`src/logic/dptd_regs.vh`:
```
// Field positions, codes and reset values for the drive parameter telegram decoder
`ifndef DPTD_REGS_VH
`define DPTD_REGS_VH
`define DPTD_PNU_MSB 10
`define DPTD_CMD_LSB 12
`define DPTD_CMD_MSB 15
`define DPTD_CMD_NONE 4'h0
`define DPTD_CMD_READ 4'h1
`define DPTD_CMD_WR_W 4'h2
`define DPTD_CMD_WR_DW 4'h3
`define DPTD_CMD_WR_DW_NV 4'hd
`define DPTD_CMD_WR_W_NV 4'he
`define DPTD_CMD_TEXT 4'hf
`define DPTD_RSP_NONE 4'h0
`define DPTD_RSP_WORD 4'h1
`define DPTD_RSP_DWORD 4'h2
`define DPTD_RSP_FAIL 4'h7
`define DPTD_RSP_TEXT 4'hf
`define DPTD_FLT_NO_PARAM 32'h0000_0000
`define DPTD_FLT_NO_WRITE 32'h0000_0001
`define DPTD_FLT_BAD_INDEX 32'h0000_0003
`define DPTD_FLT_NOT_ARRAY 32'h0000_0004
`define DPTD_FLT_BAD_TYPE 32'h0000_0005
`define DPTD_TYPE_S16 4'h3
`define DPTD_TYPE_S32 4'h4
`define DPTD_TYPE_U8 4'h5
`define DPTD_TYPE_U16 4'h6
`define DPTD_TYPE_U32 4'h7
`define DPTD_TYPE_TEXT 4'h9
`define DPTD_PROFILE_DRIVE 8'h01
`define DPTD_FAULT_MIN 8'h01
`define DPTD_FAULT_MAX 8'h63
`define DPTD_CW_VALID 10
`define DPTD_CW_RESET 7
`define DPTD_CW_RESET_VAL 16'h0000
`define DPTD_TEXT_LEN_FIXED 8'h0a
`define DPTD_ELEM_MSB 7
`define DPTD_CW_PRESET_MSB 1
`define DPTD_CW_BRAKE 2
`define DPTD_CW_COAST 3
`define DPTD_CW_QSTOP 4
`define DPTD_CW_FREEZE 5
`define DPTD_CW_START 6
`define DPTD_CW_JOG 8
`define DPTD_CW_RAMP 9
`define DPTD_CW_DOUT 11
`define DPTD_CW_RELAY 12
`define DPTD_CW_SETUP_LSB 13
`define DPTD_CW_SETUP_MSB 14
`define DPTD_CW_REVERSE 15
`endif

```
`src/logic/dptd_decoder.v`:
```
// Drive parameter telegram data block decoder, device side
// What this block does
// - Parameter number sits in identifier bits 0 to 10.
// - Subindex is two bytes; only the low byte selects the element.
// - Error-code array reads return a fault code between 1 and 99.
// - Value field is two words; meaning depends on command code.
// - Read request value field is ignored; answer carries present value.
// - Enumerated options are written as their option number.
// - Text reads allowed only for text-type parameters.
// - Text telegram length is reported in the length byte.
// - Subindex distinguishes text read from text write.
// - Supported data types are 3,4,5,6,7 and 9.
// - Values travel as integers scaled by a conversion factor.
// - Conversion factor is one of eight powers of ten.
// - Process block: control word then reference; status then frequency.
// - Control word decoded only when profile setting equals 1.
// - Bits 2-5 low request brake, coast, quick stop, freeze; 6-8 start,reset,jog.
// - Bit 9 ramp, 10 valid, 11-12 outputs, 13-14 setup, 15 reverse.
// - Bits 1 and 0 select one of four preset references.
// - Command code in identifier bits 12 to 15 with listed encodings.
// - Failing command answers code 0111 with a fault number.
// - Whole control word ignored while bit 10 is zero.
// - Trip reset acts only on rising edge of bit 7.
`timescale 1ns/1ns
`include "dptd_regs.vh"
module dptd_decoder #(
    parameter PNU_W = 11,
    parameter ERR_PNU = 11'd615,
    parameter TEXT_SUB_WRITE = 8'h01
) (
    input wire mclk,
    input wire reset_n,
    // Request, words already assembled high byte first by the framer
    input wire req_valid,
    input wire [15:0] req_ident,
    input wire [15:0] req_subindex,
    input wire [15:0] req_value_hi,
    input wire [15:0] req_value_lo,
    input wire [15:0] req_process_word1,
    input wire [15:0] req_process_word2,
    input wire [7:0] req_length,
    // Parameter store lookup, answered combinationally on the same clock
    output wire [PNU_W-1:0] par_number,
    output wire [7:0] par_element,
    input wire par_exists,
    input wire par_writable,
    input wire par_is_array,
    input wire [3:0] par_type,
    input wire [2:0] par_factor_sel,
    input wire par_in_range,
    input wire [31:0] par_value,
    input wire [7:0] par_text_len,
    input wire [7:0] fault_code,
    // Write strobe toward the store
    output reg par_wr_stb,
    output reg par_wr_nonvol,
    output reg [31:0] par_wr_value,
    output reg par_text_wr_stb,
    // Configuration and drive state
    input wire [7:0] telegram_profile,
    input wire [15:0] drive_status_word,
    input wire [15:0] drive_output_freq,
    // Response
    output reg rsp_valid,
    output reg [15:0] rsp_ident,
    output reg [15:0] rsp_subindex,
    output reg [15:0] rsp_value_hi,
    output reg [15:0] rsp_value_lo,
    output reg [15:0] rsp_process_word1,
    output reg [15:0] rsp_process_word2,
    output reg [7:0] rsp_length,
    output reg [2:0] rsp_factor_sel,
    // Decoded control word
    output reg [15:0] reference_value,
    output reg [1:0] preset_ref_sel,
    output reg dc_brake_req,
    output reg coast_req,
    output reg quick_stop_req,
    output reg freeze_req,
    output reg start_req,
    output reg trip_reset_pulse,
    output reg jog_req,
    output reg ramp2_sel,
    output reg digital_out,
    output reg relay_out,
    output reg [1:0] setup_sel,
    output reg reverse_req
);

    reg [15:0] ctrl_word_reg;
    reg [15:0] ctrl_word_next;
    reg reset_bit_reg;
    reg [3:0] rsp_code;
    reg [31:0] rsp_val;
    reg do_write;
    reg do_text_wr;

    wire [3:0] cmd = req_ident[`DPTD_CMD_MSB:`DPTD_CMD_LSB];
    wire profile_on = (telegram_profile == `DPTD_PROFILE_DRIVE);
    wire cw_valid = req_process_word1[`DPTD_CW_VALID];
    // One accept term shared by the stored word, the reference and the trip edge
    wire cw_accept = req_valid && profile_on && cw_valid;
    // Only these two write commands also reach non-volatile memory
    wire wr_nonvol_cmd = (cmd == `DPTD_CMD_WR_DW_NV) || (cmd == `DPTD_CMD_WR_W_NV);
    // Text answers carry the fixed characters plus the text itself
    wire [7:0] text_rsp_len = `DPTD_TEXT_LEN_FIXED + par_text_len;

    assign par_number = req_ident[`DPTD_PNU_MSB:0];
    assign par_element = req_subindex[`DPTD_ELEM_MSB:0];

    // Data type is one of the supported codes
    function type_ok;
        input [3:0] t;
        begin
            type_ok = (t == `DPTD_TYPE_S16) || (t == `DPTD_TYPE_S32) ||
                (t == `DPTD_TYPE_U8) || (t == `DPTD_TYPE_U16) ||
                (t == `DPTD_TYPE_U32) || (t == `DPTD_TYPE_TEXT);
        end
    endfunction

    // Word-sized types answer with the word response code
    function is_word_type;
        input [3:0] t;
        begin
            is_word_type = (t == `DPTD_TYPE_S16) || (t == `DPTD_TYPE_U8) ||
                (t == `DPTD_TYPE_U16);
        end
    endfunction

    // Numeric answers report word or double word by data type
    function [3:0] num_rsp_code;
        input [3:0] t;
        begin
            if (is_word_type(t)) begin
                num_rsp_code = `DPTD_RSP_WORD;
            end else begin
                num_rsp_code = `DPTD_RSP_DWORD;
            end
        end
    endfunction

    // Numeric access needs a supported type other than text
    function numeric_type;
        input [3:0] t;
        begin
            numeric_type = type_ok(t) && (t != `DPTD_TYPE_TEXT);
        end
    endfunction

    // Clamp a fault code into the reportable 1..99 window
    function [7:0] clamp_fault;
        input [7:0] c;
        begin
            if (c < `DPTD_FAULT_MIN) begin
                clamp_fault = `DPTD_FAULT_MIN;
            end else if (c > `DPTD_FAULT_MAX) begin
                clamp_fault = `DPTD_FAULT_MAX;
            end else begin
                clamp_fault = c;
            end
        end
    endfunction

    // Command decode and answer selection; checks run in fault-number order, except text, which checks type before write access
    always @* begin
        rsp_code = `DPTD_RSP_NONE;
        rsp_val = 32'h0000_0000;
        do_write = 1'b0;
        do_text_wr = 1'b0;
        case (cmd)
            `DPTD_CMD_NONE: begin
                rsp_code = `DPTD_RSP_NONE;
            end
            `DPTD_CMD_READ: begin
                // Incoming value field is don't-care on a read
                if (!par_exists) begin
                    rsp_code = `DPTD_RSP_FAIL;
                    rsp_val = `DPTD_FLT_NO_PARAM;
                end else if (par_is_array && !par_in_range) begin
                    rsp_code = `DPTD_RSP_FAIL;
                    rsp_val = `DPTD_FLT_BAD_INDEX;
                end else if (!numeric_type(par_type)) begin
                    rsp_code = `DPTD_RSP_FAIL;
                    rsp_val = `DPTD_FLT_BAD_TYPE;
                end else if (par_number == ERR_PNU) begin
                    rsp_code = `DPTD_RSP_WORD;
                    rsp_val = {24'h00_0000, clamp_fault(fault_code)};
                end else begin
                    rsp_code = num_rsp_code(par_type);
                    rsp_val = par_value;
                end
            end
            `DPTD_CMD_WR_W, `DPTD_CMD_WR_DW, `DPTD_CMD_WR_DW_NV, `DPTD_CMD_WR_W_NV: begin
                if (!par_exists) begin
                    rsp_code = `DPTD_RSP_FAIL;
                    rsp_val = `DPTD_FLT_NO_PARAM;
                end else if (!par_writable) begin
                    rsp_code = `DPTD_RSP_FAIL;
                    rsp_val = `DPTD_FLT_NO_WRITE;
                end else if (par_is_array && !par_in_range) begin
                    rsp_code = `DPTD_RSP_FAIL;
                    rsp_val = `DPTD_FLT_BAD_INDEX;
                end else if (!numeric_type(par_type)) begin
                    rsp_code = `DPTD_RSP_FAIL;
                    rsp_val = `DPTD_FLT_BAD_TYPE;
                end else begin
                    // Numbers and option numbers alike are stored raw
                    do_write = 1'b1;
                    rsp_code = num_rsp_code(par_type);
                    rsp_val = {req_value_hi, req_value_lo};
                end
            end
            `DPTD_CMD_TEXT: begin
                if (!par_exists) begin
                    rsp_code = `DPTD_RSP_FAIL;
                    rsp_val = `DPTD_FLT_NO_PARAM;
                end else if (par_type != `DPTD_TYPE_TEXT) begin
                    rsp_code = `DPTD_RSP_FAIL;
                    rsp_val = `DPTD_FLT_BAD_TYPE;
                end else if (req_subindex[`DPTD_ELEM_MSB:0] == TEXT_SUB_WRITE) begin
                    // Subindex tells a text write from a text read
                    if (par_writable) begin
                        do_text_wr = 1'b1;
                        rsp_code = `DPTD_RSP_TEXT;
                    end else begin
                        rsp_code = `DPTD_RSP_FAIL;
                        rsp_val = `DPTD_FLT_NO_WRITE;
                    end
                end else begin
                    rsp_code = `DPTD_RSP_TEXT;
                end
            end
            default: begin
                rsp_code = `DPTD_RSP_FAIL;
                rsp_val = `DPTD_FLT_NO_PARAM;
            end
        endcase
    end

    // Control word taken only while its valid bit is set and profile selected
    always @* begin
        ctrl_word_next = ctrl_word_reg;
        if (cw_accept) begin
            ctrl_word_next = req_process_word1;
        end
    end

    // Response registers, one cycle after the request
    always @(posedge mclk or negedge reset_n) begin
        if (!reset_n) begin
            rsp_valid <= 1'b0;
            rsp_ident <= 16'h0000;
            rsp_subindex <= 16'h0000;
            rsp_value_hi <= 16'h0000;
            rsp_value_lo <= 16'h0000;
            rsp_process_word1 <= 16'h0000;
            rsp_process_word2 <= 16'h0000;
            rsp_length <= 8'h00;
            rsp_factor_sel <= 3'h0;
        end else begin
            rsp_valid <= req_valid;
            if (req_valid) begin
                rsp_ident <= {rsp_code, 1'b0, par_number};
                rsp_subindex <= req_subindex;
                rsp_value_hi <= rsp_val[31:16];
                rsp_value_lo <= rsp_val[15:0];
                // Process words always in fixed order
                rsp_process_word1 <= drive_status_word;
                rsp_process_word2 <= drive_output_freq;
                rsp_factor_sel <= par_factor_sel;
                // Text reads grow with the text; other answers echo the request length
                if (rsp_code == `DPTD_RSP_TEXT && !do_text_wr) begin
                    rsp_length <= text_rsp_len;
                end else begin
                    rsp_length <= req_length;
                end
            end
        end
    end

    // Write strobes toward the store; data is held so the store may latch it late
    always @(posedge mclk or negedge reset_n) begin
        if (!reset_n) begin
            par_wr_stb <= 1'b0;
            par_wr_nonvol <= 1'b0;
            par_wr_value <= 32'h0000_0000;
            par_text_wr_stb <= 1'b0;
        end else begin
            par_wr_stb <= req_valid && do_write;
            par_text_wr_stb <= req_valid && do_text_wr;
            if (req_valid) begin
                par_wr_nonvol <= wr_nonvol_cmd;
                par_wr_value <= {req_value_hi, req_value_lo};
            end
        end
    end

    // Accepted control word, reference and trip-reset edge
    always @(posedge mclk or negedge reset_n) begin
        if (!reset_n) begin
            ctrl_word_reg <= `DPTD_CW_RESET_VAL;
            reset_bit_reg <= 1'b0;
            trip_reset_pulse <= 1'b0;
            reference_value <= 16'h0000;
        end else begin
            ctrl_word_reg <= ctrl_word_next;
            trip_reset_pulse <= 1'b0;
            if (cw_accept) begin
                reference_value <= req_process_word2;
                // Edge is judged between accepted words only, so a steady 1 never repeats
                reset_bit_reg <= req_process_word1[`DPTD_CW_RESET];
                trip_reset_pulse <= req_process_word1[`DPTD_CW_RESET] && !reset_bit_reg;
            end
        end
    end

    // Decoded control outputs follow the stored word; stop requests are active low
    always @(posedge mclk or negedge reset_n) begin
        if (!reset_n) begin
            preset_ref_sel <= 2'b00;
            dc_brake_req <= 1'b0;
            coast_req <= 1'b0;
            quick_stop_req <= 1'b0;
            freeze_req <= 1'b0;
            start_req <= 1'b0;
            jog_req <= 1'b0;
            ramp2_sel <= 1'b0;
            digital_out <= 1'b0;
            relay_out <= 1'b0;
            setup_sel <= 2'b00;
            reverse_req <= 1'b0;
        end else begin
            preset_ref_sel <= ctrl_word_next[`DPTD_CW_PRESET_MSB:0];
            dc_brake_req <= !ctrl_word_next[`DPTD_CW_BRAKE];
            coast_req <= !ctrl_word_next[`DPTD_CW_COAST];
            quick_stop_req <= !ctrl_word_next[`DPTD_CW_QSTOP];
            freeze_req <= !ctrl_word_next[`DPTD_CW_FREEZE];
            start_req <= ctrl_word_next[`DPTD_CW_START];
            jog_req <= ctrl_word_next[`DPTD_CW_JOG];
            ramp2_sel <= ctrl_word_next[`DPTD_CW_RAMP];
            digital_out <= ctrl_word_next[`DPTD_CW_DOUT];
            relay_out <= ctrl_word_next[`DPTD_CW_RELAY];
            setup_sel <= ctrl_word_next[`DPTD_CW_SETUP_MSB:`DPTD_CW_SETUP_LSB];
            reverse_req <= ctrl_word_next[`DPTD_CW_REVERSE];
        end
    end

endmodule

```
`config.mk`:
```
export PLATFORM = sky130hd
export DESIGN_NAME = dptd_decoder
export DESIGN_NICKNAME = d
export VERILOG_FILES = /design/src/logic/dptd_decoder.v
export VERILOG_INCLUDE_DIRS = /design/src /design/src/logic
export SDC_FILE = /design/constraint.sdc
export NUM_CORES = 1
export LEC_CHECK = 0
export BUFFER_PORTS_ARGS = -buffer_cell sky130_fd_sc_hd__buf_2
export CAP_MARGIN = 20
export CORE_AREA = 2 2 154 156
export DETAILED_ROUTE_END_ITERATION = 10
export DIE_AREA = 0 0 156 158
export GPL_TIMING_DRIVEN = 0
export PLACE_DENSITY = 0.59
export SYNTH_ARGS = -nofsm -noshare
export SYNTH_HDL_FRONTEND = slang
export SYNTH_SLANG_ARGS = --single-unit
```
`constraint.sdc`:
```
create_clock -name mclk -period 0.9 [get_ports mclk]
set_input_delay 0.18 -clock mclk [delete_from_list [all_inputs] [get_ports mclk]]
set_output_delay 0.18 -clock mclk [all_outputs]
set_load 0.02 [all_outputs]
```
==> flow_summary_export.csv <==
group,metric,value,unit
pwr,p_per_area,1450,nW/um^2
cells_and_area,drive_above_1_share,56.6,%
worst_setup_path,cp_common_cell,"buf_6",
cells_and_area,fin_nets,1475,
timing,worst_slack,-0.452,ns
timing,hold_ws,-0.294,ns
synth,synth.avg_cell_area,12.5,sq um
detailed_routing,drt-pass1-iter-count,4,
cells_and_area,largest_reg_flops,32,
timing,timing.fmax,740,MHz
timing,drv_slew,0,
pwr,finalPower,21.8,mW
clock_network,insertion_delay,0.42,ns
cells_and_area,top_register,"par_wr_value",
synth,synth_area_leaders,"dfrtp_1 (59%), mux2_2 (11%), mux2_1 (4.5%)",
clock_network,cts_buffer_depth,2,
worst_setup_path,max_stage_delay,0.53,ns
worst_setup_path,cp_max_fo,10,
synth,ys.warnings.count,0,
detailed_routing,vias_per_cell,4.72,
grt,antenna_found_initial,1,
detailed_routing,routedWlPerCell,19.4,um
worst_setup_path,reg2reg_from,"rsp_value_lo[3]$_DFFE_PN0P_",
cells_and_area,fin_area,15000,sq um
synth,ys.flop_type,"dfrtp_1",
worst_setup_path,crit_required,1.20,ns
timing,clock_skew,0.000344,ns
clock_network,holdBufCountCts,134,
synth,syn_area,7540,sq um
grt,grtUsageTotal,23.3,%
floorplanning,die_w,156,um
pwr,leakage,7.58,nW
floorplanning,rows,56,
detailed_routing,vias,7420,
placement,numPortBuffers,396,
grt,grt_pass1_vias,7748,
synth,ys_ff_latch,178,
worst_setup_path,arrival,1.66,ns
worst_setup_path,critPathKind,"primary input to flop",
worst_setup_path,crit_chain,"buf_6 -> or4b_4 -> nor3_4 -> buf_12 -> nor2_4 -> buf_6 -> a221o_1",
synth,netlist_instances,605,
timing,post-route-period-util,150,%
worst_setup_path,cp-start-kind,"primary input",
cells_and_area,final_cells,1572,
run,cap_viol_max_count,0,
grt,grt_overflow,0,
timing,setup_viol,261,
floorplanning,dieArea,24600,sq um
clock_network,htreeDepth,4,
timing,rsz0062_at_grt,"true",
detailed_routing,drtIter0Drc,307,
status,failed_checks,"negative hold slack, negative setup slack",
floorplanning,start_util,32.7,%
floorplanning,die_h,158,um
timing,period_needed,1.35,ns
clock_network,cts_sinks,178,
cells_and_area,synthToLayoutAreaGrowth,98.4,%
timing,hold_violations,80,
timing,worst_slew_pin_slew,0.617,ns
synth,async_flop_share,100,%
clock_network,ctsRootBufferMaster,"clkbuf_16",
worst_setup_path,timing.rr.end,"rsp_value_lo[3]$_DFFE_PN0P_",
status,status,"finished, violations left",
hold_path,hp-class,"primary input to asynchronous set/reset pin",
floorplanning,coreArea,23100,sq um
worst_setup_path,end_kind,"flop",
grt,grt_max_degree,99,
floorplanning,ios,399,
detailed_routing,ant_nets,0,
detailed_routing,drt-total-wl,30500,um
detailed_routing,drc,0,
placement,placed_area,10600,sq um
worst_setup_path,reg2reg_depth,3,
placement,dp_slack,-1.31,ns
clock_network,cts_buffers,17,
grt,grt_first_pass_wirelength,43700,um
synth,synth_top_area_share,59.0,%
timing,slew_headroom,58.8,%
synth,ys_types,57,
timing,finalSetupTns,-61.16,ns
clock_network,clkSlewWorstSetupHoldPaths,0.08,ns
worst_setup_path,cp_slowest_cell,"or4b_4",
synth,synth-edff-count,0,
placement,dp_hpwl,18400,um
synth,yosysTopAreaCell,"dfrtp_1",
pwr,peakVddDrop,1.06,mV
synth,syn_nets,812,
placement,gp_congestion,0.801,
placement,post-place-cells,1292,
worst_setup_path,rrSetupSlack,-0.13,ns
clock_network,tritoncts,"yes",
cells_and_area,fin_util,64.9,%
synth,seq_area_frac_synth,59.0,%
[report_power, final]
part           internal (mW)  total [mW]  switching (mW)
sequential              8.52        8.95           0.431
combinational           2.96        5.18            2.22
clock                   4.03        7.62            3.58
total                   15.5        21.8            6.24
[layout by cell type (no fill, tap or decap), types with 11 or more instances in the layout]
master	instances
dlygate4sd3_1	134
a21oi_1	11
mux2_2	21
mux2_4	76
inv_1	28
o21ai_0	20
a221o_1	19
o21ai_1	11
nand2_1	33
buf_4	101
buf_6	216
dfrtp_1	178
clkbuf_16	28
buf_2	208
nor2_1	34
[cells by family after synthesis]
logic type | after synthesis | share of synthesized area, %
buffers and inverters | 82 | 5.39
DFF | 178 | 59.0
AOI/OAI and AO/OA | 95 | 9.02
and+or+nand+nor | 127 | 8.69
other | 1 | 0.0497
muxes | 114 | 16.8
xor gates and xnor gates | 7 | 0.813
adders and majority gates | 1 | 0.166
[cell usage after synthesis, types with 6 or more instances]
| library cell | instances |
|---|---|
| a211o_1 | 9 |
| a21oi_1 | 14 |
| a221o_1 | 19 |
| and3_1 | 8 |
| buf_4 | 26 |
| clkbuf_1 | 24 |
| dfrtp_1 | 178 |
| inv_1 | 28 |
| mux2_1 | 30 |
| mux2_2 | 72 |
| mux2i_1 | 12 |
| nand2_1 | 33 |
| nand3_1 | 8 |
| nor2_1 | 38 |
| nor2b_1 | 8 |
| o21ai_0 | 20 |
| o21ai_1 | 12 |
| xnor2_1 | 6 |
[worst max path at each step]
| stage | cells past startpoint | to | from |
|---|---|---|---|
| 2_1_floorplan | 5 | rsp_value_hi[10]$_DFFE_PN0P_ | req_ident[4] |
| 3_3_place_gp | 1 | par_wr_value[17]$_DFFE_PN0P_ | reset_n |
| 3_5_place_dp | 6 | rsp_value_hi[13]$_DFFE_PN0P_ | req_ident[15] |
| 4_1_cts | 7 | rsp_value_hi[4]$_DFFE_PN0P_ | req_ident[4] |
| 5_1_grt | 7 | rsp_value_hi[4]$_DFFE_PN0P_ | req_ident[4] |
| 6_report | 7 | rsp_value_hi[4]$_DFFE_PN0P_ | req_ident[4] |
[what timing repair did]
item,CTS,global route
buffers inserted,75,48
gates cloned,5,0
gates resized for setup,401,51
setup endpoints to repair,285,285
pin swaps,23,13
endpoints found under the hold margin,220,80
[critical path, delay by kind of cell]
family	cells	cell delay, ns
and+or+nand+nor	3	0.77
buffers and inverters	3	0.40
AOI/OAI and AO/OA	1	0.29
[metal layers]
metal	share of wire, %	global-route usage, %	up-vias
li1	-	-	3448
met1	38	26.3	3621
met2	53	42.2	299
met3	6.9	6.27	52
met4	2.9	9.00	0
met5	0	0	-
[area by class of cell]
class	count	area (sq um)
clock inverter	14	155
antenna	1	2.50
fill	1675	8090
clock buffer	18	439
inverter	29	116
sequential	178	4450
multi-input combinational	345	3230
tap	290	363
timing repair buffer	647	5620
buffer	50	583
Power figures use the tool's default switching activity.
